--- src/hw/hsw_pkg.sv ---
// Constants shared by the slave halt/step wait generator
package hsw_pkg;
	// ***************************************************************
	// Slave bus geometry
	// ***************************************************************
	localparam int ADDR_W = 16;
	localparam int DATA_W = 8;

	// ***************************************************************
	// Reserved transceiver / halt window
	// ***************************************************************
	localparam logic [15:0] WIN_BASE = 16'h2000;
	localparam logic [15:0] WIN_LAST = 16'h2fff;

	// ***************************************************************
	// Reset values
	// ***************************************************************
	localparam logic HOLD_RELEASED = 1'b1;
	localparam logic STROBE_IDLE   = 1'b1;
	localparam logic STEP_IDLE     = 1'b0;
	localparam logic [7:0] LATCH_RST = 8'h00;

	typedef enum logic [0:0] {
		HSW_RUN,
		HSW_HELD
	} hsw_state_t;
endpackage : hsw_pkg

--- src/hw/hsw_wait_gen.sv ---
// Halt/step wait generator with transceiver decode for a slave processor
//
// How it works
// - Slave wait is hold request AND proto wait
// - Stop when halt low or address 2xxxh
// - Hold asserted at strobe falling edge under stop
// - Hold stays latched until master releases
// - Step rising edge releases the hold
// - Each release advances exactly one strobe cycle
// - Only transceiver decoded in 2xxxh window
// - Window decode permanently enabled, no disable
// - Master bytes latched and driven on slave read
// - Master reads live slave bus, slave writes ignored
`timescale 1ns/100ps
`default_nettype none
module hsw_wait_gen #(
	parameter int ADDR_W = hsw_pkg::ADDR_W,
	parameter int DATA_W = hsw_pkg::DATA_W
) (
	// Clock and reset
	input  wire logic              clk_sys_i,
	input  wire logic              arst_n_i,
	// Slave bus
	input  wire logic [ADDR_W-1:0] slave_addr_i,
	input  wire logic              external_data_strobe_n_i,
	input  wire logic              slave_rd_i,
	input  wire logic              opcode_fetch_strobe_n_i,
	input  wire logic [DATA_W-1:0] slave_data_i,
	output logic      [DATA_W-1:0] slave_data_o,
	output logic                   slave_data_oe_o,
	output logic                   slave_wait_n_o,
	output logic                   ext_mem_disable_o,
	// Prototype area
	input  wire logic              proto_hold_in_n_i,
	// Master I/O
	input  wire logic              master_halt_request_n_i,
	input  wire logic              step_release_i,
	input  wire logic              bus_override_n_i,
	input  wire logic              master_xcvr_wr_i,
	input  wire logic [DATA_W-1:0] master_wr_data_i,
	output logic      [DATA_W-1:0] master_rd_data_o,
	output logic                   opcode_fetch_strobe_n_o,
	output logic                   external_data_strobe_n_o,
	output logic                   hold_request_n_o
);
	// ***************************************************************
	// Elaboration checks
	// ***************************************************************
	if (ADDR_W != 16) begin : g_bad_addr
		$error("hsw_wait_gen: address width must be 16");
	end
	if (DATA_W < 1) begin : g_bad_data
		$error("hsw_wait_gen: data width must be positive");
	end

	// ***************************************************************
	// Window decode
	// ***************************************************************
	function automatic logic in_window(input logic [ADDR_W-1:0] a);
		in_window = (a >= hsw_pkg::WIN_BASE) && (a <= hsw_pkg::WIN_LAST);
	endfunction : in_window

	logic win_hit;
	logic stop;
	// No enable term: the window decode cannot be switched off
	assign win_hit = in_window(slave_addr_i);
	assign stop    = !master_halt_request_n_i || win_hit;

	// ***************************************************************
	// Edge detection and hold state
	// ***************************************************************
	hsw_pkg::hsw_state_t state;
	hsw_pkg::hsw_state_t next_state;
	logic strobe_q;
	logic next_strobe_q;
	logic step_q;
	logic next_step_q;
	logic strobe_fall;
	logic step_rise;

	assign strobe_fall = strobe_q && !external_data_strobe_n_i;
	assign step_rise   = !step_q && step_release_i;

	always_comb begin
		next_strobe_q = external_data_strobe_n_i;
		next_step_q   = step_release_i;
		next_state    = state;
		case (state)
			hsw_pkg::HSW_RUN: begin
				// Arm only on a fresh strobe fall, so a release passes one cycle
				if (strobe_fall && stop) begin
					next_state = hsw_pkg::HSW_HELD;
				end
			end
			hsw_pkg::HSW_HELD: begin
				// Level of the step line is ignored; only its rising edge counts
				if (step_rise) begin
					next_state = hsw_pkg::HSW_RUN;
				end
			end
			default: next_state = hsw_pkg::HSW_RUN;
		endcase
	end

	always_ff @(posedge clk_sys_i or negedge arst_n_i) begin
		if (!arst_n_i) begin
			state    <= hsw_pkg::HSW_RUN;
			strobe_q <= hsw_pkg::STROBE_IDLE;
			step_q   <= hsw_pkg::STEP_IDLE;
		end else begin
			state    <= next_state;
			strobe_q <= next_strobe_q;
			step_q   <= next_step_q;
		end
	end

	// Strobe-fall is seen one clock late; the slave samples wait late in its cycle
	assign hold_request_n_o = (state == hsw_pkg::HSW_RUN);
	assign slave_wait_n_o   = hold_request_n_o && proto_hold_in_n_i;

	// ***************************************************************
	// Transceiver
	// ***************************************************************
	logic [DATA_W-1:0] latched;

	hsw_xcvr_latch #(
		.DATA_W (DATA_W)
	) u_latch (
		.clk_sys_i (clk_sys_i),
		.arst_n_i  (arst_n_i),
		.wr_en_i   (master_xcvr_wr_i),
		.wr_data_i (master_wr_data_i),
		.rd_data_o (latched)
	);

	logic override;
	assign override          = !bus_override_n_i;
	assign ext_mem_disable_o = override || win_hit;
	assign slave_data_o      = latched;
	// Slave writes never turn the driver on
	assign slave_data_oe_o   = !external_data_strobe_n_i && slave_rd_i
		&& (win_hit || override);

	logic [DATA_W-1:0] mrd;
	logic [DATA_W-1:0] next_mrd;
	always_comb begin
		next_mrd = slave_data_i;
	end
	always_ff @(posedge clk_sys_i or negedge arst_n_i) begin
		if (!arst_n_i) begin
			mrd <= '0;
		end else begin
			mrd <= next_mrd;
		end
	end
	assign master_rd_data_o = mrd;

	// Slave strobes pass straight to the master
	assign opcode_fetch_strobe_n_o  = opcode_fetch_strobe_n_i;
	assign external_data_strobe_n_o = external_data_strobe_n_i;
endmodule : hsw_wait_gen
`default_nettype wire

--- src/hw/hsw_xcvr_latch.sv ---
// Byte latch of the master-to-slave transceiver
`timescale 1ns/100ps
`default_nettype none
module hsw_xcvr_latch #(
	parameter int DATA_W = 8
) (
	// Clock and reset
	input  wire logic              clk_sys_i,
	input  wire logic              arst_n_i,
	// Write side
	input  wire logic              wr_en_i,
	input  wire logic [DATA_W-1:0] wr_data_i,
	// Read side
	output logic      [DATA_W-1:0] rd_data_o
);
	logic [DATA_W-1:0] store;
	logic [DATA_W-1:0] next_store;

	always_comb begin
		next_store = wr_en_i ? wr_data_i : store;
	end

	always_ff @(posedge clk_sys_i or negedge arst_n_i) begin
		if (!arst_n_i) begin
			store <= '0;
		end else begin
			store <= next_store;
		end
	end

	assign rd_data_o = store;
endmodule : hsw_xcvr_latch
`default_nettype wire

--- config.mk ---
export PLATFORM = sky130hd
export DESIGN_NAME = hsw_wait_gen
export DESIGN_NICKNAME = d
export VERILOG_FILES = /design/src/hw/hsw_pkg.sv /design/src/hw/hsw_wait_gen.sv /design/src/hw/hsw_xcvr_latch.sv
export SDC_FILE = /design/constraint.sdc
export NUM_CORES = 1
export LEC_CHECK = 0
export BUFFER_PORTS_ARGS = -buffer_cell sky130_fd_sc_hd__buf_2
export CORE_MARGIN = 2
export CORE_UTILIZATION = 34
export DETAILED_ROUTE_END_ITERATION = 8
export PLACE_DENSITY = 0.83
export SLEW_MARGIN = 20
export SYNTH_ARGS = -nofsm -noshare
export SYNTH_HDL_FRONTEND = slang
export SYNTH_SLANG_ARGS = --single-unit
--- constraint.sdc ---
create_clock -name clk_sys_i -period 1.24 [get_ports clk_sys_i]
set_input_delay 0.124 -clock clk_sys_i [delete_from_list [all_inputs] [get_ports clk_sys_i]]
set_output_delay 0.124 -clock clk_sys_i [all_outputs]
set_load 0.05 [all_outputs]
==> metrics list, run 1 <==
* HPWL Detailed: 942 um
* Number of instances in the synthesized netlist: 39
- The count of cells in the finished layout, fillers not included, comes to 125.
* Root Buffer Master: clkbuf_4
- Overall die area: 0.00226 mm2
- Total wirelength of the detailed-routed design: 1200 um
* Number of fill cells in the layout: 147
- Final setup violating endpoints: 1
- Buffers added to address setup during post-CTS repair amount to 0.
* Count of endpoints failing hold in the final timing report: 0
- The count of nets left with antenna violations once routing finished came out at 0.
- In this run the worst setup path begins at slave_addr_i[12].
* Die height: 47.5 um
- Unrepaired setup endpoints after global routing: true
- Transition time at the pin with the least slew margin: 387 ps
* Total routing usage reported by global routing: 12.1%
- Combinational group share of total power: 29.1%
- Of all nets on the critical path, the largest fanout is 2.
- Crit end category: output port
- In this run, flip-flops and latches consume 50.2% of the power.
* Total Nets Final: 143
- Including well taps, the total number of placed cells is 110.
* Starting Density: 36.8%
* Commonest cells after routing, fill and taps aside: buf_2, dfrtp_1, dlygate4sd3_1
- Worst r2r path cells: 3
- Dividing the final minimum period by the clock period gives 106%.
* I/O pins: 64
- At the end of routability-driven placement, the weighted congestion stood at 0.684.
- The library cell used most frequently in the layout, excluding fill and tap cells, is buf_2.
- Initial antenna violation count: 0
* Total global routing overflow: 0
- Worst endpoint required time: 1120 ps
- Setup crit start kind: input port
* Number of clock buffers inserted by TritonCTS: 3
- Area of the core region: 0.00175 mm2
- Endpoint of the worst setup timing path: slave_data_oe_o
- Layout Utilization: 61.7%
* Multi-input gate area in the final layout: 165 um2
- During placement, the flow inserted port buffers numbering 49.
- In the final routed layout, each cell accounts on average for 9.63 um.
* Worst slew slack as a fraction of its limit: 74.2%
* Remaining design rule violation count: 0
- The final-report max-slew violation count is 0.
* Skew final: 0.0752 ps
- For this run, the number of Yosys warnings is 0.
- The tree built by TritonCTS fans out to 19 sinks.
- The post-route netlist has 64.0% of its cells at a drive strength greater than 1.
- CTS tree: done
* Crit Path Class: input port to output port
* Row Count: 15
- Dividing the detail-routed via count by the number of cells gives 4.18.
- Outcome: complete, but fails checks
- Via count: 523
- In this run the register-to-register setup slack is 320 ps.
- FF/Latch Area: 477 um2
* Sw Ratio: 32.4%
- Number of global-route vias before repair: 456
* Layout overhead on the synthesized area: 67.5%
- Cell Int Power: 925 uW
- Total power divided by cell area: 1270 mW/mm2
* Worst endpoint data arrival time: 1190 ps
- After synthesis the netlist holds a flip-flop and latch count of 19.
* Max_cap viols: 0
- Min Tclk post-route: 1310 ps
* Leakage: 0.000541 uW
- The die is 47.5 um wide.
- In this run the power spent charging and discharging nets is 443 uW.
* Capturing point of the worst reg2reg path: state$_DFF_PN0_
- The first global-routing pass estimated 1830 um of wire.
- Unique masters post-synth: 13
- Max VDD drop: 0.702 mV
- R2R Path Start: strobe_q$_DFF_PN1_
- Pre-CTS WS: -160 ps
- Averaged over all synthesized cells, the footprint is 16.5 um2.
* Clock slew at reported path FFs: 90 ps
- Ant diodes: 0
* Number of DRC markers in iteration 0: 0
- For this run, the detailed router's first-pass iteration total came to 1.
- In the post-route analysis, the smallest setup slack over all paths is -69.4 ps.
* H-tree levels: 1
- Cell area after synthesis: 643 um2
- Clock latency on the worst-skew pair: 280 ps
- The number of nets in the synthesized netlist is 81.
- The final reports fail on negative setup slack.
* Fmax: 764 MHz
- After synthesis, flip-flops and latches occupy 74.1% of the total area.
* Clock power frac: 20.7%
- No sink is reached through more buffers than the 2 on the longest clock path.
- Entering global routing, the biggest net connects 20 pins.
- In this run the worst hold path is classified as input port to register.
-- metrics by stage --
stage	power (uW)	area, um2	TNS, ps	hold slack (ps)
2_1_floorplan	962	664	-60.6	-172
3_3_place_gp	1060	922	-152	66.3
3_5_place_dp	1070	922	-163	67.9
4_1_cts	1390	1060	-85.4	12.0
5_1_grt	1450	1080	-98.5	24.1
6_report	1370	1080	-69.4	21.0
-- cell type report --
type | instances | share of cell area (%)
Multi-Input combinational cell | 16 | 15.3
Sequential cell | 19 | 44.3
Tap cell | 25 | 2.90
Clock buffer | 4 | 2.44
Timing Repair Buffer | 60 | 34.7
Inverter | 1 | 0.348
-- Yosys cell counts (all sizes together) --
cell    count  share of area, %
dfrtp      18                70
dfstp       1               4.1
nand3b      1               1.2
nand2       1              0.58
buf         2               2.3
mux2        8                14
and3b       1               1.4
inv         1              0.58
o21ai       1              0.78
clkbuf      1              0.58
a31oi       1              0.97
nor2b       2               1.9
or4b        1               1.6
-- worst min path at each step --
stage                                       start                                to  slack [ps]  cells after the start
after global placement                   arst_n_i  u_latch.rd_data_o[3]$_DFFE_PN0P_          70                      1
after floorplan                          arst_n_i     master_rd_data_o[0]$_DFF_PN0_        -170                      0
after CTS                 master_halt_request_n_i                   state$_DFF_PN0_          10                      2
final                     master_halt_request_n_i                   state$_DFF_PN0_          20                      2
after detailed placement                 arst_n_i  u_latch.rd_data_o[3]$_DFFE_PN0P_          70                      1
after global routing      master_halt_request_n_i                   state$_DFF_PN0_          20                      2
-- logic make-up after synthesis --
| kind of cell | synth area share, % |
|---|---|
| and+or+nand+nor | 6.61 |
| muxes | 14.0 |
| DFF | 74.1 |
| AOI/OAI and AO/OA | 1.75 |
| buffers and inverters | 3.50 |
-- what timing repair did --
| action | 4_1_cts | 5_1_grt |
|---|---|---|
| resized for setup | 2 | 3 |
| hold buffers | 11 | 0 |
| hold endpoints to repair | 28 | 0 |
| setup endpoints to repair | 2 | 3 |
| pin swaps | 0 | 1 |
-- worst max-delay path, stage by stage --
cell	delay, ps
buf_6	90
or4b_4	570
nand2_8	70
and3b_2	190
buf_8	140
-- registers in the layout, summed over array words and instances (netlist names) --
signal             flops
step_q                 1
state                  1
master_rd_data_o       8
u_latch.rd_data_o      8
strobe_q               1
-- metal layers --
metal | vias to the layer above | part of all wire [%] | global-route usage (%)
met3 | 0 | 12 | 3.40
li1 | 253 | - | -
met2 | 35 | 49 | 21.1
met1 | 235 | 39 | 13.9
met4 | 0 | 0 | 5.00
met5 | - | 0 | 0
-- power by group through the flow --
stage / sequential, uW / clock [uW] / combinational (uW)
finish: 687 / 283 / 398
global placement: 698 / 0 / 364
CTS: 688 / 301 / 397
detailed placement: 700 / 0 / 368
global route: 693 / 334 / 424
floorplan: 843 / 0 / 119
Note: power is estimated with default switching activity, not from simulation.
==> run 2, diff against run 1 <==
- ABC_AREA: unset -> 1
- CORE_UTILIZATION: 34 -> 35
==> run 2 against run 1 <==
Compared with the run above: the flow now finishes without violations; cell area increased by 0.70%; utilization decreased by 5.3 points; critical path depth fell by 3; wire length rose by 20%; critical endpoint is now slave_wait_n_o; largest cell class unchanged; setup slack better by 140 ps.
==> metrics list, run 2 <==
- The boundary pin count came to 64 (unchanged).
- Overall die width: 48.5 um (was 47.5 um)
* Total Nets Final: 151 (was 143)
- Commonest cells after routing, fill and taps aside: buf_2, dfrtp_1, dlygate4sd3_1 (unchanged)
- Max_cap viols: 0 (unchanged)
- The highest attainable clock frequency came to 858 MHz (was 764 MHz).
* Ant diodes: 0 (unchanged)
* Row Count: 16 (was 15)
- Min Tclk post-route: 1170 ps (was 1310 ps)
* H-tree levels: 1 (unchanged)
- Transition time at the pin with the least slew margin: 409 ps (was 387 ps)
- The final critical-path share of the clock period came to 94.0% (was 106%).
* Root Buffer Master: clkbuf_4 (unchanged)
- Share of post-route cells with drive strength above 1: 56.5% (was 64.0%)
- The clock-pin slew on the worst setup and hold paths was 100 ps (was 90 ps).
- The starting density of the core was 36.1% (was 36.8%).
* Placer's final routability congestion estimate: 0.641 (was 0.684)
* Total wirelength of the detailed-routed design: 1440 um (was 1200 um)
- Final Max Slew Viols: 0 (unchanged)
- Largest net degree at the start of global routing: 20 (unchanged)
- Most frequent cells after synthesis: dfrtp_1, mux2_4, nand2_1 (was dfrtp_1, mux2_2, buf_4, nor2b_1).
- The final count of negative-setup-slack endpoints is 0 (was 1).
- Top area cells in the synthesized netlist: dfrtp_1, mux2_4, dfstp_2 (was dfrtp_1, mux2_2, dfstp_2)
- Number of DRC markers in iteration 0: 0 (unchanged)
* Initial antenna violation count: 0 (unchanged)
- Number of flip-flops and latches in the synthesized netlist: 19 (unchanged)
- Mean instance size in the synthesized netlist: 14.7 um2 (was 16.5 um2)
- The path category of the worst min-delay check is input port to register (unchanged).
- Unique masters post-synth: 11 (was 13)
- The buffers plus inverters on the worst setup path came to 1 (was 2).
- The number of buffer cells added on primary ports came to 49 (unchanged).
* Number of global-route vias before repair: 575 (was 456)
- Series of cell instances along the critical path: nor2_1 > clkbuf_4 (was buf_6 > or4b_4 > nand2_8 > and3b_2 > buf_8)
- EDFF count, synth: 0 (unchanged)
- Slowest CP cell: dfrtp_1 (was or4b_4)
* Crit path largest cell delay: 420 ps (was 570 ps)
* Total global routing overflow: 0 (unchanged)
* Wire length of the first global-routing pass: 2470 um (was 1830 um)
* CTS tree: done (unchanged)
- Largest area contributor in the synthesized netlist: dfrtp_1 (unchanged)
- The most common cell after layout, fill and taps aside was buf_2 (unchanged).
* Worst hold path cell count: 2 (unchanged)
- Outcome: complete, no violations (was complete, but fails checks)
- Skew final: 0.203 ps (was 0.0752 ps)
* Area of the core region: 0.00192 mm2 (was 0.00175 mm2)
* Post-route antenna net violation count: 0 (unchanged)
* Cell area after synthesis: 693 um2 (was 643 um2)
- The maximum clock insertion buffer count is 2 (unchanged).
* Layout Utilization: 56.4% (was 61.7%)
- The post-detailed-route via-to-cell ratio is 4.07 (was 4.18).
- Number of clock buffers inserted by TritonCTS: 3 (unchanged)
- The kind of end point of the critical path is an output port (unchanged).
- Largest delay share family, worst path: flip-flops (was simple AND/OR/NAND/NOR gates)
* Maximum fanout along the worst path: 4 (was 2)
- The kind of critical path is register to output port (was input port to output port).
- Total power divided by cell area: 1280 mW/mm2 (was 1270 mW/mm2)
- The length of the first detailed-routing pass in iterations came to 1 (unchanged).
* Worst endpoint data arrival time: 1040 ps (was 1190 ps)
- The tightest slew margin relative to the limit was 72.7% (was 74.2%).
- Slack of the worst reg-to-reg path: 340 ps (was 320 ps)
- Number of clock sinks: 19 (unchanged)
* Die height: 48.5 um (was 47.5 um)
* Post-detailed-route wirelength per cell: 10.7 um (was 9.63 um)
- The final-report hold violation count was 0 (unchanged).
- Hold Worst Slack: 57.0 ps (was 21.0 ps)
- The number of nets in the synthesized netlist came to 89 (was 81).
- Max VDD drop: 0.604 mV (was 0.702 mV)
- The number of cells on the worst reg-to-reg path is 3 (unchanged).
* FF/Latch Area: 477 um2 (unchanged)
* Via count: 550 (was 523)
- Final cell area excluding filler cells: 0.00108 mm2 (about the same)
* Leakage: 0.000594 uW (was 0.000541 uW)
- Portion of the post-synthesis area used by sequential elements: 68.8% (was 74.1%)
- Critical Path Stages: 2 (was 5)
- Area share of the largest cell type after synthesis: 65.0% (was 70.0%)
- Number of fill cells in the layout: 174 (was 147)
- Library cell with the highest instance count after synthesis: dfrtp_1 (unchanged)
- The overall routing resource usage is 13.7% (was 12.1%).
- The residual DRC count came to 0 (unchanged).
* Placed Area: 946 um2 (was 922 um2)
* Worst endpoint required time: 1120 ps (about the same)
* Setup crit start kind: register (was input port)
- The async set-or-reset flop fraction in the synthesized netlist is 100% (unchanged).
- Yosys warning count: 0 (unchanged)
- The gate count after technology mapping is 47 (was 39).
* HPWL Detailed: 1020 um (was 942 um)
- Layout overhead on the synthesized area: 56.5% (was 67.5%)
* Top_reg_cell synth: dfrtp_1 (unchanged)
* Multi-input gate area in the final layout: 171 um2 (was 165 um2)
- Overall die area: 0.00235 mm2 (was 0.00226 mm2)
- The clock latency of the later-clocked register in the worst-skew pair came to 280 ps (about the same).
## run 2: what timing repair did
item	CTS	global route
endpoints found under the setup margin	0	1
setup buffers	0	0
gates resized for setup	0	1
hold endpoints to repair	28	0
hold buffers	11	0
## run 2: worst reg2reg max path, delay by kind of cell (launching register included)
family	cells	cell delay (ps)
DFF	1	520
and+or+nand+nor	3	330
## run 2: worst paths after layout
check / start / endpoint
worst max-delay path: state$_DFF_PN0_ / slave_wait_n_o
worst min-delay path: master_wr_data_i[3] / u_latch.rd_data_o[3]$_DFFE_PN0P_
min in group asynchronous: arst_n_i / u_latch.rd_data_o[2]$_DFFE_PN0P_
max in group asynchronous: arst_n_i / strobe_q$_DFF_PN1_
worst max register to register: strobe_q$_DFF_PN1_ / state$_DFF_PN0_
worst min register to register: step_q$_DFF_PN0_ / state$_DFF_PN0_
## run 2: final cells by class
type | instances | area share [%]
tap | 27 | 3.11
multi-input combinational | 20 | 15.8
inverter | 5 | 1.73
sequential | 19 | 43.9
clock buffer | 4 | 2.42
timing repair buffer | 60 | 33.0
## run 2: where the power goes
group          internal, uW  switching (uW)  leakage [uW]
registers               668            22.1      0.000222
logic                   138             266      0.000357
clock network           125             170     0.0000150
## run 2: layer usage
metal	routed length [um]	up-vias	global-route usage, %
met1	572	254	14.3
met3	130	0	5.25
met5	0	-	0
met4	0	0	5.24
li1	-	266	-
met2	738	30	24.8
## run 2: stage by stage
step / power (uW) / worst slack (ps) / std cells / TNS [ps]
after detailed placement: 1080 / 324 / 120 / 0
after global routing: 1470 / -4.77 / 135 / -4.77
after global placement: 1070 / 338 / 120 / 0
final: 1390 / 74.2 / 135 / 0
after floorplan: 975 / 52.8 / 47 / 0
after CTS: 1410 / 43.2 / 135 / 0
## run 2: cells by family after synthesis
family / Yosys count / share of synthesized area, %
flops: 19 / 68.8
compound gates: 2 / 1.44
buf+inv: 8 / 6.50
simple gates: 10 / 5.96
mux: 8 / 17.3
==> run 3, diff against run 2 <==
- RECOVER_POWER: unset -> 50
- SETUP_SLACK_MARGIN: unset -> 0.3
==> run 3 against run 2 <==
Compared with the run above: non-clock buffer count increased by 6; sequential power up 3%; register-to-register slack worse by 140 ps; combinational power grew 29%; sequential cell count did not move; power grew 10%; global-route usage rose by 1.6 points; critical path depth stayed put; fmax grew 4.2%; wire length is 20% higher; clock power hardly changed; clock-buffer cell count down 1.
==> metrics list, run 3 (synthesis gave the netlist of run 2 again) <==
- Outcome: complete, no violations (unchanged)
* Hold path startpoint: master_wr_data_i[7] (was master_wr_data_i[3])
- The clock latency of the later-clocked register in the worst-skew pair was 290 ps (was 280 ps).
* Initial antenna violation count: 0 (unchanged)
* Capturing point of the worst reg2reg path: state$_DFF_PN0_ (unchanged)
* Number of global-route vias before repair: 607 (was 575)
* Number of DRC markers in iteration 0: 1 (was 0)
* Skew final: 0.188 ps (was 0.203 ps)
- The area of the die is 0.00235 mm2 (unchanged).
* Area of the core region: 0.00192 mm2 (unchanged)
- The total detailed-routing wirelength was 1730 um (was 1440 um).
* HPWL Detailed: 1110 um (was 1020 um)
* Via count: 606 (was 550)
* Wire length of the first global-routing pass: 2670 um (was 2470 um)
- CTS max path bufs: 2 (unchanged)
- The cell at the root of the clock tree is clkbuf_4 (unchanged).
- The worst-case hold path end point was u_latch.rd_data_o[7]$_DFFE_PN0P_ (was u_latch.rd_data_o[3]$_DFFE_PN0P_).
- The mean routed wirelength per cell came to 12.3 um (was 10.7 um).
* Final setup violating endpoints: 0 (unchanged)
- Crit end category: output port (unchanged)
* Largest delay share family, worst path: flip-flops (unchanged)
- The total power divided by cell area came to 1200 mW/mm2 (was 1280 mW/mm2).
* Series of cell instances along the critical path: nor2_4 > buf_6 (was nor2_1 > clkbuf_4)
- The kind of critical path was register to output port (unchanged).
* Starting Density: 36.1% (unchanged)
- Overall die width: 48.5 um (unchanged)
* Leakage: 0.000653 uW (was 0.000594 uW)
- The number of nets with antenna violations after detailed routing came to 0 (unchanged).
* Most common library cell in the layout ignoring fill and taps: buf_2 (unchanged)
- Setup repair after global routing could not meet its margin everywhere.
* Share of post-route cells with drive strength above 1: 67.5% (was 56.5%)
- The post-detailed-route via-to-cell ratio came to 4.30 (was 4.07).
- The leftover overflow at the end of global routing came to 0 (unchanged).
* Remaining design rule violation count: 0 (unchanged)
* Crit path largest cell delay: 450 ps (was 420 ps)
- R2R Path Start: state$_DFF_PN0_ (was strobe_q$_DFF_PN1_)
- Largest net degree at the start of global routing: 20 (unchanged)
* Clock slew at reported path FFs: 100 ps (about the same)
- The minimum clock period after layout came to 1120 ps (was 1170 ps).
- The number of buffer cells added on primary ports was 49 (unchanged).
- The CTS tree was done (unchanged).
- Slack of the worst reg-to-reg path: 200 ps (was 340 ps)
- The number of H-tree levels was 1 (unchanged).
* Worst hold path cell count: 2 (unchanged)
* Worst r2r path cells: 5 (was 3)
* Class of the tightest hold or removal check: input port to register (unchanged)
- The final design instance area without fill came to 0.00128 mm2 (was 0.00108 mm2).
- Worst endpoint data arrival time: 990 ps (was 1040 ps)
* Worst endpoint required time: 1120 ps (about the same)
- The layout-stage area growth over the synthesis result came to 84.5% (was 56.5%).
* Setup crit start kind: register (unchanged)
* I/O pins: 64 (unchanged)
* Row Count: 16 (unchanged)
* Max VDD drop: 0.665 mV (was 0.604 mV)
- The CTS buffer count was 3 (unchanged).
* Slowest CP cell: dfrtp_2 (was dfrtp_1)
* Total iterations of the first detailed-routing run: 2 (was 1)
- Final Max Slew Viols: 0 (unchanged)
* Count of endpoints failing hold in the final timing report: 0 (unchanged)
- Die height: 48.5 um (unchanged)
- Total Nets Final: 157 (was 151)
- Commonest cells after routing, fill and taps aside: buf_2, buf_6, dlygate4sd3_1 (was buf_2, dfrtp_1, dlygate4sd3_1).
* Number of clock sinks: 19 (unchanged)
* Transition time at the pin with the least slew margin: 592 ps (was 409 ps)
- The overall routing resource usage came to 15.3% (was 13.7%).
- Ant diodes: 0 (unchanged)
- Worst slew slack as a fraction of its limit: 60.7% (was 72.7%)
- Fmax: 894 MHz (was 858 MHz)
- The number of maximum-capacitance constraint violations came to 0 (unchanged).
- Final worst-path cycle share: 90.2% (was 94.0%)
* Sum of negative setup slack: 0 ps (unchanged)
- The maximum net fanout on the critical path was 3 (was 4).
* Bufs and invs on worst path: 1 (unchanged)
- Placer's final routability congestion estimate: 0.624 (was 0.641)
- The placement-stage cell area is 967 um2 (was 946 um2).
## run 3: cell count changes in the layout (fill, tap and decap cells not counted), sizes merged
cell,change
clkinv,+1
clkbuf,+2
buf,+3
## run 3: area by class of cell
type / instances / area (um2)
inverter: 5 / 18.8
clock buffer: 3 / 22.5
tap: 27 / 33.8
clock inverter: 1 / 5.00
multi-input combinational: 20 / 188
timing repair buffer: 66 / 523
fill: 149 / 643
sequential: 19 / 488
## run 3: worst reg2reg max path, delay by kind of cell, from the launching register on
| kind | cells | cell delay [ps] |
|---|---|---|
| simple gates | 3 | 290 |
| buf+inv | 2 | 250 |
| flops | 1 | 450 |
## run 3: metal layers
metal	track usage, %	routed length [um]	part of all wire [%]	vias to the layer above
met2	26.9	886	51	40
li1	-	-	-	277
met3	7.41	169	9.8	0
met5	0	0	0	-
met1	16.8	676	39	289
met4	3.33	0	0	0
## run 3: what timing repair did
item,in CTS,in global routing
endpoints found under the hold margin,28,0
buffers inserted,4,2
cloned,0,0
pin swaps,1,2
hold buffers,11,0
endpoints found under the setup margin,18,22
resized for setup,36,7
## run 3: worst max path at each step
stage	startpoint	end	cells past startpoint
2_1_floorplan	slave_addr_i[13]	slave_data_oe_o	4
3_3_place_gp	slave_addr_i[15]	slave_data_oe_o	5
3_5_place_dp	slave_addr_i[12]	slave_data_oe_o	5
4_1_cts	state$_DFF_PN0_	slave_wait_n_o	2
5_1_grt	state$_DFF_PN0_	slave_wait_n_o	2
6_report	state$_DFF_PN0_	slave_wait_n_o	2
## run 3: through the flow
step / hold slack, ps / utilization [%] / total power [uW] / cells / worst slack, ps
finish: 55.0 / 66.5 / 1530 / 141 / 122
global route: 31.4 / 66.5 / 1610 / 141 / 67.8
CTS: 44.4 / 64.9 / 1520 / 139 / 137
detailed placement: 76.0 / 50.3 / 1090 / 120 / 315
global placement: 68.8 / 50.3 / 1080 / 120 / 349
floorplan: -172 / - / 988 / 47 / 313
## run 3: report_power, final
part / leakage [uW] / switching [uW] / internal [uW] / total (uW)
Combinational: 0.000423 / 289 / 233 / 522
Sequential: 0.000212 / 35.2 / 674 / 709
Clock: 0.0000177 / 177 / 120 / 297
